--- src/hw/hsc_pkg.sv ---
`default_nettype none

package hsc_pkg;
    // ------------------------------------------------------------
    // Timing
    // ------------------------------------------------------------
    // Core clock period
    localparam int unsigned CLK_PERIOD_NS = 50;
    // Serial clock period when the core is master
    localparam int unsigned SCK_PERIOD_NS = 400;
    // Half serial period in core cycles, least time so round up
    localparam int unsigned SCK_HALF_CYC =
        (SCK_PERIOD_NS / 2 + CLK_PERIOD_NS - 1) / CLK_PERIOD_NS;
    // ------------------------------------------------------------
    // Framing
    // ------------------------------------------------------------
    localparam int unsigned BYTE_BITS = 8;    // Data path width
    localparam int unsigned CS_COUNT = 8;     // Chip-select outputs
    localparam int unsigned TX_DEPTH = 32;    // Transmit FIFO words
    localparam logic [3:0] LAST_EDGE = 4'hf;  // 16th clock edge
    localparam logic [7:0] FILL_BYTE = 8'h00; // Sent on underrun
    // Master sequencer states
    typedef enum logic [2:0] {
        M_IDLE = 3'b001,
        M_RUN = 3'b010,
        M_GAP = 3'b100
    } hsc_mst_e;
endpackage

`default_nettype wire

--- src/hw/hsc_core.sv ---
`timescale 1ns/10ps
`default_nettype none

// ----------------------------------------------------------------
// Transmit FIFO
// ----------------------------------------------------------------
// Depth must be a power of two
module hsc_fifo #(
    parameter int unsigned WIDTH = 8,
    parameter int unsigned DEPTH = 32
) (
    input wire logic clk_i,
    input wire logic resetn_i,
    input wire logic en_i,
    input wire logic [WIDTH-1:0] in_data_i,
    input wire logic in_valid_i,
    output logic in_ready_o,
    output logic [WIDTH-1:0] out_data_o,
    output logic out_valid_o,
    input wire logic out_ready_i
);
    localparam int unsigned AW = $clog2(DEPTH);
    logic [WIDTH-1:0] mem_q [DEPTH]; // Storage, no reset needed
    logic [AW:0] wr_q; // Write pointer with wrap bit
    logic [AW:0] rd_q; // Read pointer with wrap bit
    logic push;
    logic pop;

    // Full when pointers differ only in the wrap bit
    assign in_ready_o = (wr_q ^ rd_q) != {1'b1, {AW{1'b0}}};
    assign out_valid_o = wr_q != rd_q;
    assign out_data_o = mem_q[rd_q[AW-1:0]];
    assign push = en_i & in_valid_i & in_ready_o;
    assign pop = en_i & out_valid_o & out_ready_i;

    // Data write
    always_ff @(posedge clk_i) begin
        if (push) begin
            mem_q[wr_q[AW-1:0]] <= in_data_i;
        end
    end

    // Pointers
    always_ff @(posedge clk_i or negedge resetn_i) begin
        if (!resetn_i) begin
            wr_q <= '0;
            rd_q <= '0;
        end else begin
            if (push) begin
                wr_q <= wr_q + 1'b1;
            end
            if (pop) begin
                rd_q <= rd_q + 1'b1;
            end
        end
    end
endmodule

// ----------------------------------------------------------------
// Serial master/slave core
// ----------------------------------------------------------------
// Contract
// - Runs as master or as slave
// - Mode fault flag can raise interrupt
// - Clock polarity and phase programmable, matched
// - Bit order selectable, LSB or MSB first
// - Byte-wide WISHBONE access for on-chip logic
// - Master drives up to eight chip selects
// - Clock pin output as master, input slave
// - Slave-out line input as master, driven slave only while selected
// - Master-out line driven master, input slave
// - Standby and wake only when enabled
module hsc_core
    import hsc_pkg::*;
#(
    parameter int unsigned HALF_CYC = SCK_HALF_CYC,
    parameter int unsigned NCS = CS_COUNT,
    parameter int unsigned DEPTH = TX_DEPTH
) (
    input wire logic clk_i,
    input wire logic resetn_i,
    input wire logic en_i,
    input wire logic core_en_i,
    input wire logic master_i,
    input wire logic cpol_i,
    input wire logic cpha_i,
    input wire logic lsb_first_i,
    input wire logic [$clog2(NCS)-1:0] cs_sel_i,
    input wire logic modf_irq_en_i,
    input wire logic modf_clr_i,
    input wire logic wake_en_i,
    input wire logic stdby_req_i,
    input wire logic wb_cyc_i,
    input wire logic wb_stb_i,
    input wire logic wb_we_i,
    input wire logic [BYTE_BITS-1:0] wb_dat_i,
    output logic [BYTE_BITS-1:0] wb_dat_o,
    output logic wb_ack_o,
    input wire logic sck_i,
    output logic sck_o,
    output logic sck_oe_n_o,
    input wire logic miso_i,
    output logic miso_o,
    output logic miso_oe_n_o,
    input wire logic mosi_i,
    output logic mosi_o,
    output logic mosi_oe_n_o,
    input wire logic scsn_i,
    output logic [NCS-1:0] csn_o,
    output logic irq_o,
    output logic mode_fault_o,
    output logic busy_o,
    output logic rx_full_o,
    output logic overrun_o,
    output logic cfg_stdby_o,
    output logic cfg_wake_o
);
    localparam logic [7:0] DIV_LOAD = 8'(HALF_CYC - 1);

    // Pick the bit that goes out first
    function automatic logic first_bit(input logic [7:0] b,
                                       input logic lsb);
        first_bit = lsb ? b[0] : b[7];
    endfunction

    // ------------------------------------------------------------
    // Pin synchronisers
    // ------------------------------------------------------------
    logic [3:0] pins; // {scsn, mosi, miso, sck}
    logic [3:0] s1_q; // First stage, read only by s2_q
    logic [3:0] s2_q; // Safe pin levels
    logic sck_prev_q; // Last sampled clock level
    logic scsn_prev_q; // Last sampled select level

    assign pins = {scsn_i, mosi_i, miso_i, sck_i};

    // Two flops per pin, then edge history
    always_ff @(posedge clk_i or negedge resetn_i) begin
        if (!resetn_i) begin
            s1_q <= 4'h8;
            s2_q <= 4'h8;
            sck_prev_q <= 1'b0;
            scsn_prev_q <= 1'b1;
        end else if (en_i) begin
            s1_q <= pins;
            s2_q <= s1_q;
            sck_prev_q <= s2_q[0];
            scsn_prev_q <= s2_q[3];
        end
    end

    // ------------------------------------------------------------
    // State declarations
    // ------------------------------------------------------------
    hsc_mst_e st_q; // Master sequencer
    logic [7:0] div_q; // Half-period down counter
    logic sck_q; // Master clock level
    logic [NCS-1:0] csn_q; // Chip selects, low active
    logic [3:0] edge_q; // Clock edges within a byte
    logic need_load_q; // Slave owes a reload
    logic [7:0] tx_q; // Transmit shifter
    logic [7:0] rx_sh_q; // Receive shifter
    logic [7:0] rx_q; // Receive holding buffer
    logic out_q; // Serial output bit
    logic rx_full_q, ovr_q, modf_q, irq_q;
    logic ack_q, sck_oe_n_q, mosi_oe_n_q, miso_oe_n_q;
    logic [7:0] dat_q; // Read data to bus
    logic busy_q, stdby_q, wake_q;

    // ------------------------------------------------------------
    // Event decode
    // ------------------------------------------------------------
    logic master_on, slave_sel, slv_start, mst_start;
    logic mst_edge, slv_edge, any_edge, lead, sample, shift_ev;
    logic shift_do, load, byte_done, rx_bit, ld_bit;
    logic [7:0] ld_byte, tx_d, rx_d;
    logic fifo_valid, fifo_ready, wr_req, rd_req;
    logic [7:0] fifo_data;

    assign master_on = core_en_i & master_i & ~modf_q;
    assign slave_sel = core_en_i & ~master_i & ~s2_q[3];
    assign slv_start = slave_sel & scsn_prev_q;
    assign mst_start = master_on & (st_q == M_IDLE) & fifo_valid;
    assign mst_edge = (st_q == M_RUN) & (div_q == 8'h00);
    assign slv_edge = slave_sel & (s2_q[0] != sck_prev_q);
    assign any_edge = mst_edge | slv_edge;
    // Leading edge leaves the idle level
    assign lead = master_i ? (sck_q == cpol_i) : (s2_q[0] != cpol_i);
    assign sample = any_edge & (lead != cpha_i);
    assign shift_ev = any_edge & (lead == cpha_i);
    // Phase 1 holds the first bit over edge 0; phase 0 stops at 15
    assign shift_do = shift_ev & ~(cpha_i & (edge_q == 4'h0))
        & ~(~cpha_i & (edge_q == LAST_EDGE));
    // Slave streams bytes back to back while selected
    assign load = mst_start | slv_start | (shift_ev & slave_sel
        & ((cpha_i & (edge_q == 4'h0) & need_load_q)
        | (~cpha_i & (edge_q == LAST_EDGE))));
    assign ld_byte = fifo_valid ? fifo_data : FILL_BYTE;
    assign ld_bit = first_bit(ld_byte, lsb_first_i);
    assign tx_d = lsb_first_i ? {1'b0, tx_q[7:1]} : {tx_q[6:0], 1'b0};
    assign rx_bit = master_i ? s2_q[1] : s2_q[2];
    assign rx_d = lsb_first_i ? {rx_bit, rx_sh_q[7:1]}
        : {rx_sh_q[6:0], rx_bit};
    assign byte_done = sample & (edge_q[3:1] == 3'b111);
    assign wr_req = wb_cyc_i & wb_stb_i & wb_we_i & ~ack_q;
    assign rd_req = wb_cyc_i & wb_stb_i & ~wb_we_i & ~ack_q;

    // Bus writes wait for room, so a full FIFO stalls the bus
    hsc_fifo #(
        .WIDTH(BYTE_BITS),
        .DEPTH(DEPTH)
    ) u_tx_fifo (
        .clk_i(clk_i),
        .resetn_i(resetn_i),
        .en_i(en_i),
        .in_data_i(wb_dat_i),
        .in_valid_i(wr_req),
        .in_ready_o(fifo_ready),
        .out_data_o(fifo_data),
        .out_valid_o(fifo_valid),
        .out_ready_i(load)
    );

    // ------------------------------------------------------------
    // Master sequencer and clock divider
    // ------------------------------------------------------------
    always_ff @(posedge clk_i or negedge resetn_i) begin
        if (!resetn_i) begin
            st_q <= M_IDLE;
            div_q <= 8'h00;
            sck_q <= 1'b0;
            csn_q <= '1;
        end else if (en_i) begin
            if (!master_on) begin
                // Fault or mode change aborts at once
                st_q <= M_IDLE;
                sck_q <= cpol_i;
                csn_q <= '1;
            end else begin
                unique case (st_q)
                    M_IDLE: begin
                        sck_q <= cpol_i;
                        if (fifo_valid) begin
                            st_q <= M_RUN;
                            div_q <= DIV_LOAD;
                            csn_q <= ~(NCS'(1) << cs_sel_i);
                        end
                    end
                    M_RUN: begin
                        if (div_q == 8'h00) begin
                            sck_q <= ~sck_q;
                            div_q <= DIV_LOAD;
                            if (edge_q == LAST_EDGE) begin
                                st_q <= M_GAP;
                            end
                        end else begin
                            div_q <= div_q - 8'h01;
                        end
                    end
                    M_GAP: begin
                        // Hold select half a period past the last edge
                        if (div_q == 8'h00) begin
                            st_q <= M_IDLE;
                            csn_q <= '1;
                        end else begin
                            div_q <= div_q - 8'h01;
                        end
                    end
                    default: begin
                        st_q <= M_IDLE;
                    end
                endcase
            end
        end
    end

    // ------------------------------------------------------------
    // Shift path
    // ------------------------------------------------------------
    // Edge count, cleared at every frame start
    always_ff @(posedge clk_i or negedge resetn_i) begin
        if (!resetn_i) begin
            edge_q <= 4'h0;
        end else if (en_i) begin
            if (mst_start || slv_start) begin
                edge_q <= 4'h0;
            end else if (any_edge) begin
                edge_q <= edge_q + 4'h1;
            end
        end
    end

    // Transmit side, buffer is the FIFO behind the shifter
    always_ff @(posedge clk_i or negedge resetn_i) begin
        if (!resetn_i) begin
            tx_q <= 8'h00;
            out_q <= 1'b0;
            need_load_q <= 1'b0;
        end else if (en_i) begin
            if (load) begin
                tx_q <= ld_byte;
                out_q <= ld_bit;
                need_load_q <= 1'b0;
            end else if (shift_do) begin
                tx_q <= tx_d;
                out_q <= first_bit(tx_d, lsb_first_i);
            end
            if (byte_done && !load) begin
                need_load_q <= 1'b1;
            end
        end
    end

    // Receive side; set of full wins over a bus read
    always_ff @(posedge clk_i or negedge resetn_i) begin
        if (!resetn_i) begin
            rx_sh_q <= 8'h00;
            rx_q <= 8'h00;
            rx_full_q <= 1'b0;
            ovr_q <= 1'b0;
        end else if (en_i) begin
            if (sample) begin
                rx_sh_q <= rx_d;
            end
            if (byte_done) begin
                rx_q <= rx_d;
                rx_full_q <= 1'b1;
                ovr_q <= ovr_q | (rx_full_q & ~rd_req);
            end else if (rd_req) begin
                rx_full_q <= 1'b0;
                ovr_q <= 1'b0;
            end
        end
    end

    // ------------------------------------------------------------
    // Bus answer, fault, pin drive, power outputs
    // ------------------------------------------------------------
    // Ack one cycle after an accepted request
    always_ff @(posedge clk_i or negedge resetn_i) begin
        if (!resetn_i) begin
            ack_q <= 1'b0;
            dat_q <= 8'h00;
        end else if (en_i) begin
            ack_q <= (wr_req & fifo_ready) | rd_req;
            if (rd_req) begin
                dat_q <= rx_q;
            end
        end
    end

    // Select seen low while master means another master is active
    always_ff @(posedge clk_i or negedge resetn_i) begin
        if (!resetn_i) begin
            modf_q <= 1'b0;
            irq_q <= 1'b0;
        end else if (en_i) begin
            modf_q <= (core_en_i & master_i & ~s2_q[3])
                | (modf_q & ~modf_clr_i);
            irq_q <= modf_q & modf_irq_en_i;
        end
    end

    // Enables are low active; drop drive the cycle after a change
    always_ff @(posedge clk_i or negedge resetn_i) begin
        if (!resetn_i) begin
            sck_oe_n_q <= 1'b1;
            mosi_oe_n_q <= 1'b1;
            miso_oe_n_q <= 1'b1;
            busy_q <= 1'b0;
        end else if (en_i) begin
            sck_oe_n_q <= ~master_on;
            mosi_oe_n_q <= ~master_on;
            miso_oe_n_q <= ~slave_sel;
            busy_q <= (st_q != M_IDLE) | slave_sel;
        end
    end

    // Power signals stay low unless the feature is enabled
    always_ff @(posedge clk_i or negedge resetn_i) begin
        if (!resetn_i) begin
            stdby_q <= 1'b0;
            wake_q <= 1'b0;
        end else if (en_i) begin
            stdby_q <= wake_en_i & stdby_req_i;
            wake_q <= wake_en_i & slv_start;
        end
    end

    assign wb_dat_o = dat_q;
    assign wb_ack_o = ack_q;
    assign sck_o = sck_q;
    assign sck_oe_n_o = sck_oe_n_q;
    assign miso_o = out_q;
    assign miso_oe_n_o = miso_oe_n_q;
    assign mosi_o = out_q;
    assign mosi_oe_n_o = mosi_oe_n_q;
    assign csn_o = csn_q;
    assign irq_o = irq_q;
    assign mode_fault_o = modf_q;
    assign busy_o = busy_q;
    assign rx_full_o = rx_full_q;
    assign overrun_o = ovr_q;
    assign cfg_stdby_o = stdby_q;
    assign cfg_wake_o = wake_q;
endmodule

`default_nettype wire

--- config.mk ---
export PLATFORM = sky130hd
export DESIGN_NAME = hsc_core
export DESIGN_NICKNAME = d
export VERILOG_FILES = /design/src/hw/hsc_pkg.sv /design/src/hw/hsc_core.sv
export SDC_FILE = /design/constraint.sdc
export NUM_CORES = 1
export LEC_CHECK = 0
export BUFFER_PORTS_ARGS = -buffer_cell sky130_fd_sc_hd__buf_4
export CAP_MARGIN = 40
export CORE_AREA = 2 2 184 186
export DETAILED_ROUTE_END_ITERATION = 10
export DIE_AREA = 0 0 186 188
export PLACE_DENSITY = 0.58
export SYNTH_ARGS = -nofsm -noshare
export SYNTH_HDL_FRONTEND = slang
export SYNTH_SLANG_ARGS = --single-unit
--- constraint.sdc ---
create_clock -name clk_i -period 6.43 [get_ports clk_i]
set_clock_uncertainty 0.15 [all_clocks]
set_input_delay 0.643 -clock clk_i [delete_from_list [all_inputs] [get_ports clk_i]]
set_output_delay 0.643 -clock clk_i [all_outputs]
set_load 0.02 [all_outputs]
==> impl_metrics.yaml <==
status:
  status: "finished clean"
sta:
  finalCriticalPeriod_ps: 3870
  tightest_slew_ps: 828
  fmax_mhz: 258
  rsz0062_at_grt: "false"
  timing.final.hold_violations: 0
  layout_setup_ws_ps: 2560
  finalCritPeriodShare_pct: 60.2
  setup_violations: 0
  setup_tns_ps: 0
  max_slew_margin_pct: 44.5
  slew_violations: 0
  worst_hold_slack_ps: 206
power_and_ir_drop:
  total_power_mw: 6.19
  power_density_mw_per_mm2: 370
  p_leak_nw: 5.94
  irDropWorstVdd_uv: 184
placed_design:
  place_inst: 1385
  place_ws_ps: 2510
  routabilityCongestion: 0.781
  dpl_cell_area_mm2: 0.0154
  dp_hpwl_um: 21300
  port_buffers: 59
global_route:
  grt_pass1_wl_um: 50600
  grt_max_degree: 52
  grt_overflow: 0
  grt.total_usage_pct: 19.4
  grt_antenna_before_repair: 0
  grt_pass1_vias: 8169
clock_network:
  cts_sinks: 346
  cts_tree: "yes"
  numCtsBuffers: 38
  htreeDepth: 2
  cts_resized: 0
  cts-root-buf: "clkbuf_16"
  ctsHoldBuffers: 1
  clock_path_buffers: 3
  clkSlewWorstSetupHoldPaths_ps: 60
  clock_latency_ps: 530
  postCtsSetupBuffers: 0
synthesis:
  synthDistinctLibCells: 68
  ys_seq_elements: 346
  synth.cell_area_mm2: 0.0147
  syn-num-nets: 961
  synthCells: 922
  avgSynthCellArea_um2: 15.9
  ys_seq_area_share_pct: 67.8
  synth_ff_type: "edfxtp_1"
  synthArstFlopShare_pct: 26.0
  ys_warn_count: 0
  synth_edf_count: 256
floorplan:
  core_area_mm2: 0.0331
  pin_count: 60
  start_util_pct: 44.3
  die_w_um: 186
  rows: 67
  die_h_um: 188
  dieArea_mm2: 0.0350
critical_path:
  path_class: "flop to flop"
  timing.rr.start: "u_tx_fifo.rd_q[0]$_DFFE_PN0P_"
  crit_arrival_ps: 3870
  crit_path_end_kind: "flop"
  cp-startpoint: "u_tx_fifo.rd_q[0]$_DFFE_PN0P_"
  start_kind: "flop"
  crit_path_max_fanout: 43
  crit_required_ps: 6430
routing:
  drt_iter0_markers: 693
  antenna_left: 0
  vias: 8146
  wl_per_cell_um: 23.0
  viasPerCell: 5.60
  drt-total-wl_um: 33500
  dr.pass1.iters: 6
  drc: 0
cells_and_area:
  antenna-diode-count: 0
  n_fill_cell: 2760
  post_route_cells_drive_above_1_share_pct: 21.9
  instances_no_fill: 1455
  final_nets: 1017
  utilization_pct: 50.5
  area_growth_pct: 14.0
  multiInputGateArea_mm2: 0.00434
  final-seq-area_mm2: 0.00996
  finalInstanceArea_mm2: 0.0167
worst_hold_path:
  hold_class: "primary input to flop"
  hp-start: "sck_i"
run:
  drv_cap: 0
## Yosys cell counts (16+ instances only)
| cell type | instances | area [um2] |
|---|---|---|
| inv_1 | 18 | 67.6 |
| o21ai_0 | 46 | 230 |
| dfrtp_1 | 76 | 1900 |
| mux4_2 | 43 | 968 |
| mux2i_1 | 58 | 581 |
| nor2_1 | 69 | 259 |
| clkbuf_1 | 18 | 67.6 |
| edfxtp_1 | 256 | 7690 |
| a21oi_1 | 31 | 155 |
| a22oi_1 | 16 | 120 |
| mux2_2 | 24 | 270 |
| nand2_1 | 46 | 173 |
## critical path, cell delays in order (launching register included)
cell and delay [ps]:
dfrtp_4 950, xor2_1 200, nor3_1 110, a31oi_1 660
nand2_1 690, nor2_1 740
## routing by layer
metal / global-route usage, % / vias to the layer above / share of wire [%]
li1: - / 3697 / -
met1: 27.3 / 4134 / 45
met2: 31.1 / 259 / 47
met3: 3.65 / 56 / 5.7
met4: 5.33 / 0 / 2.5
met5: 0 / - / 0
## worst paths after layout
path | endpoint | slack, ps | cells after the start
min in group asynchronous | div_q[5]$_DFFE_PN0P_ | 380 | 2
worst max register to register | u_tx_fifo.mem_q[17][7]$_DFFE_PP_ | 2560 | 5
worst max-delay path | u_tx_fifo.mem_q[17][7]$_DFFE_PP_ | 2560 | 5
worst min-delay path | s1_q[0]$_DFFE_PN0P_ | 210 | 2
worst min register to register | wb_dat_o[1]$_DFFE_PN0P_ | 330 | 2
max in group asynchronous | miso_oe_n_o$_DFFE_PN1P_ | 4810 | 4
## cell type report
cell class	instances	share of cell area, %
clock inverters	20	1.63
well taps	448	3.35
repair buffers	67	3.14
flip-flops and latches	346	59.5
inverters	18	0.404
clock buffers	49	6.05
multi-input cells	507	25.9
## cells in the final DEF, fill, tap and decap left out, drive strengths merged, types with 16 or more instances in the layout
cell and instances:
edfxtp 256, dfrtp 76, nor2 70, buf 66
mux2i 58, mux4 55, clkbuf 49, o21ai 48
nand2 46, a21oi 31, mux2 26, inv 20
a22oi 16
## power by group
group / internal [mW] / total, mW / switching (mW)
Clock: 1.36 / 2.21 / 0.849
Combinational: 0.582 / 1.27 / 0.691
Sequential: 2.53 / 2.71 / 0.183
## state kept, by name, summed over array words and instances, names as in the netlist, 3 cells and up
register / cells
u_tx_fifo.wr_q: 6
div_q: 8
edge_q: 4
tx_q: 8
csn_o: 8
rx_sh_q: 8
rx_q: 8
s1_q: 4
wb_dat_o: 8
u_tx_fifo.mem_q: 256
st_q: 3
u_tx_fifo.rd_q: 6
s2_q: 4
## cells by family after synthesis
logic type               share of synthesized area (%)
adder cells (fa/ha/maj)                          0.767
XOR/XNOR                                          1.13
AO/OA/AOI/OAI                                     5.81
flip-flops                                        67.8
multiplexers                                      14.7
buffers and inverters                             2.68
AND/OR/NAND/NOR                                   7.08
No activity file was read; power rests on OpenSTA's default activity.
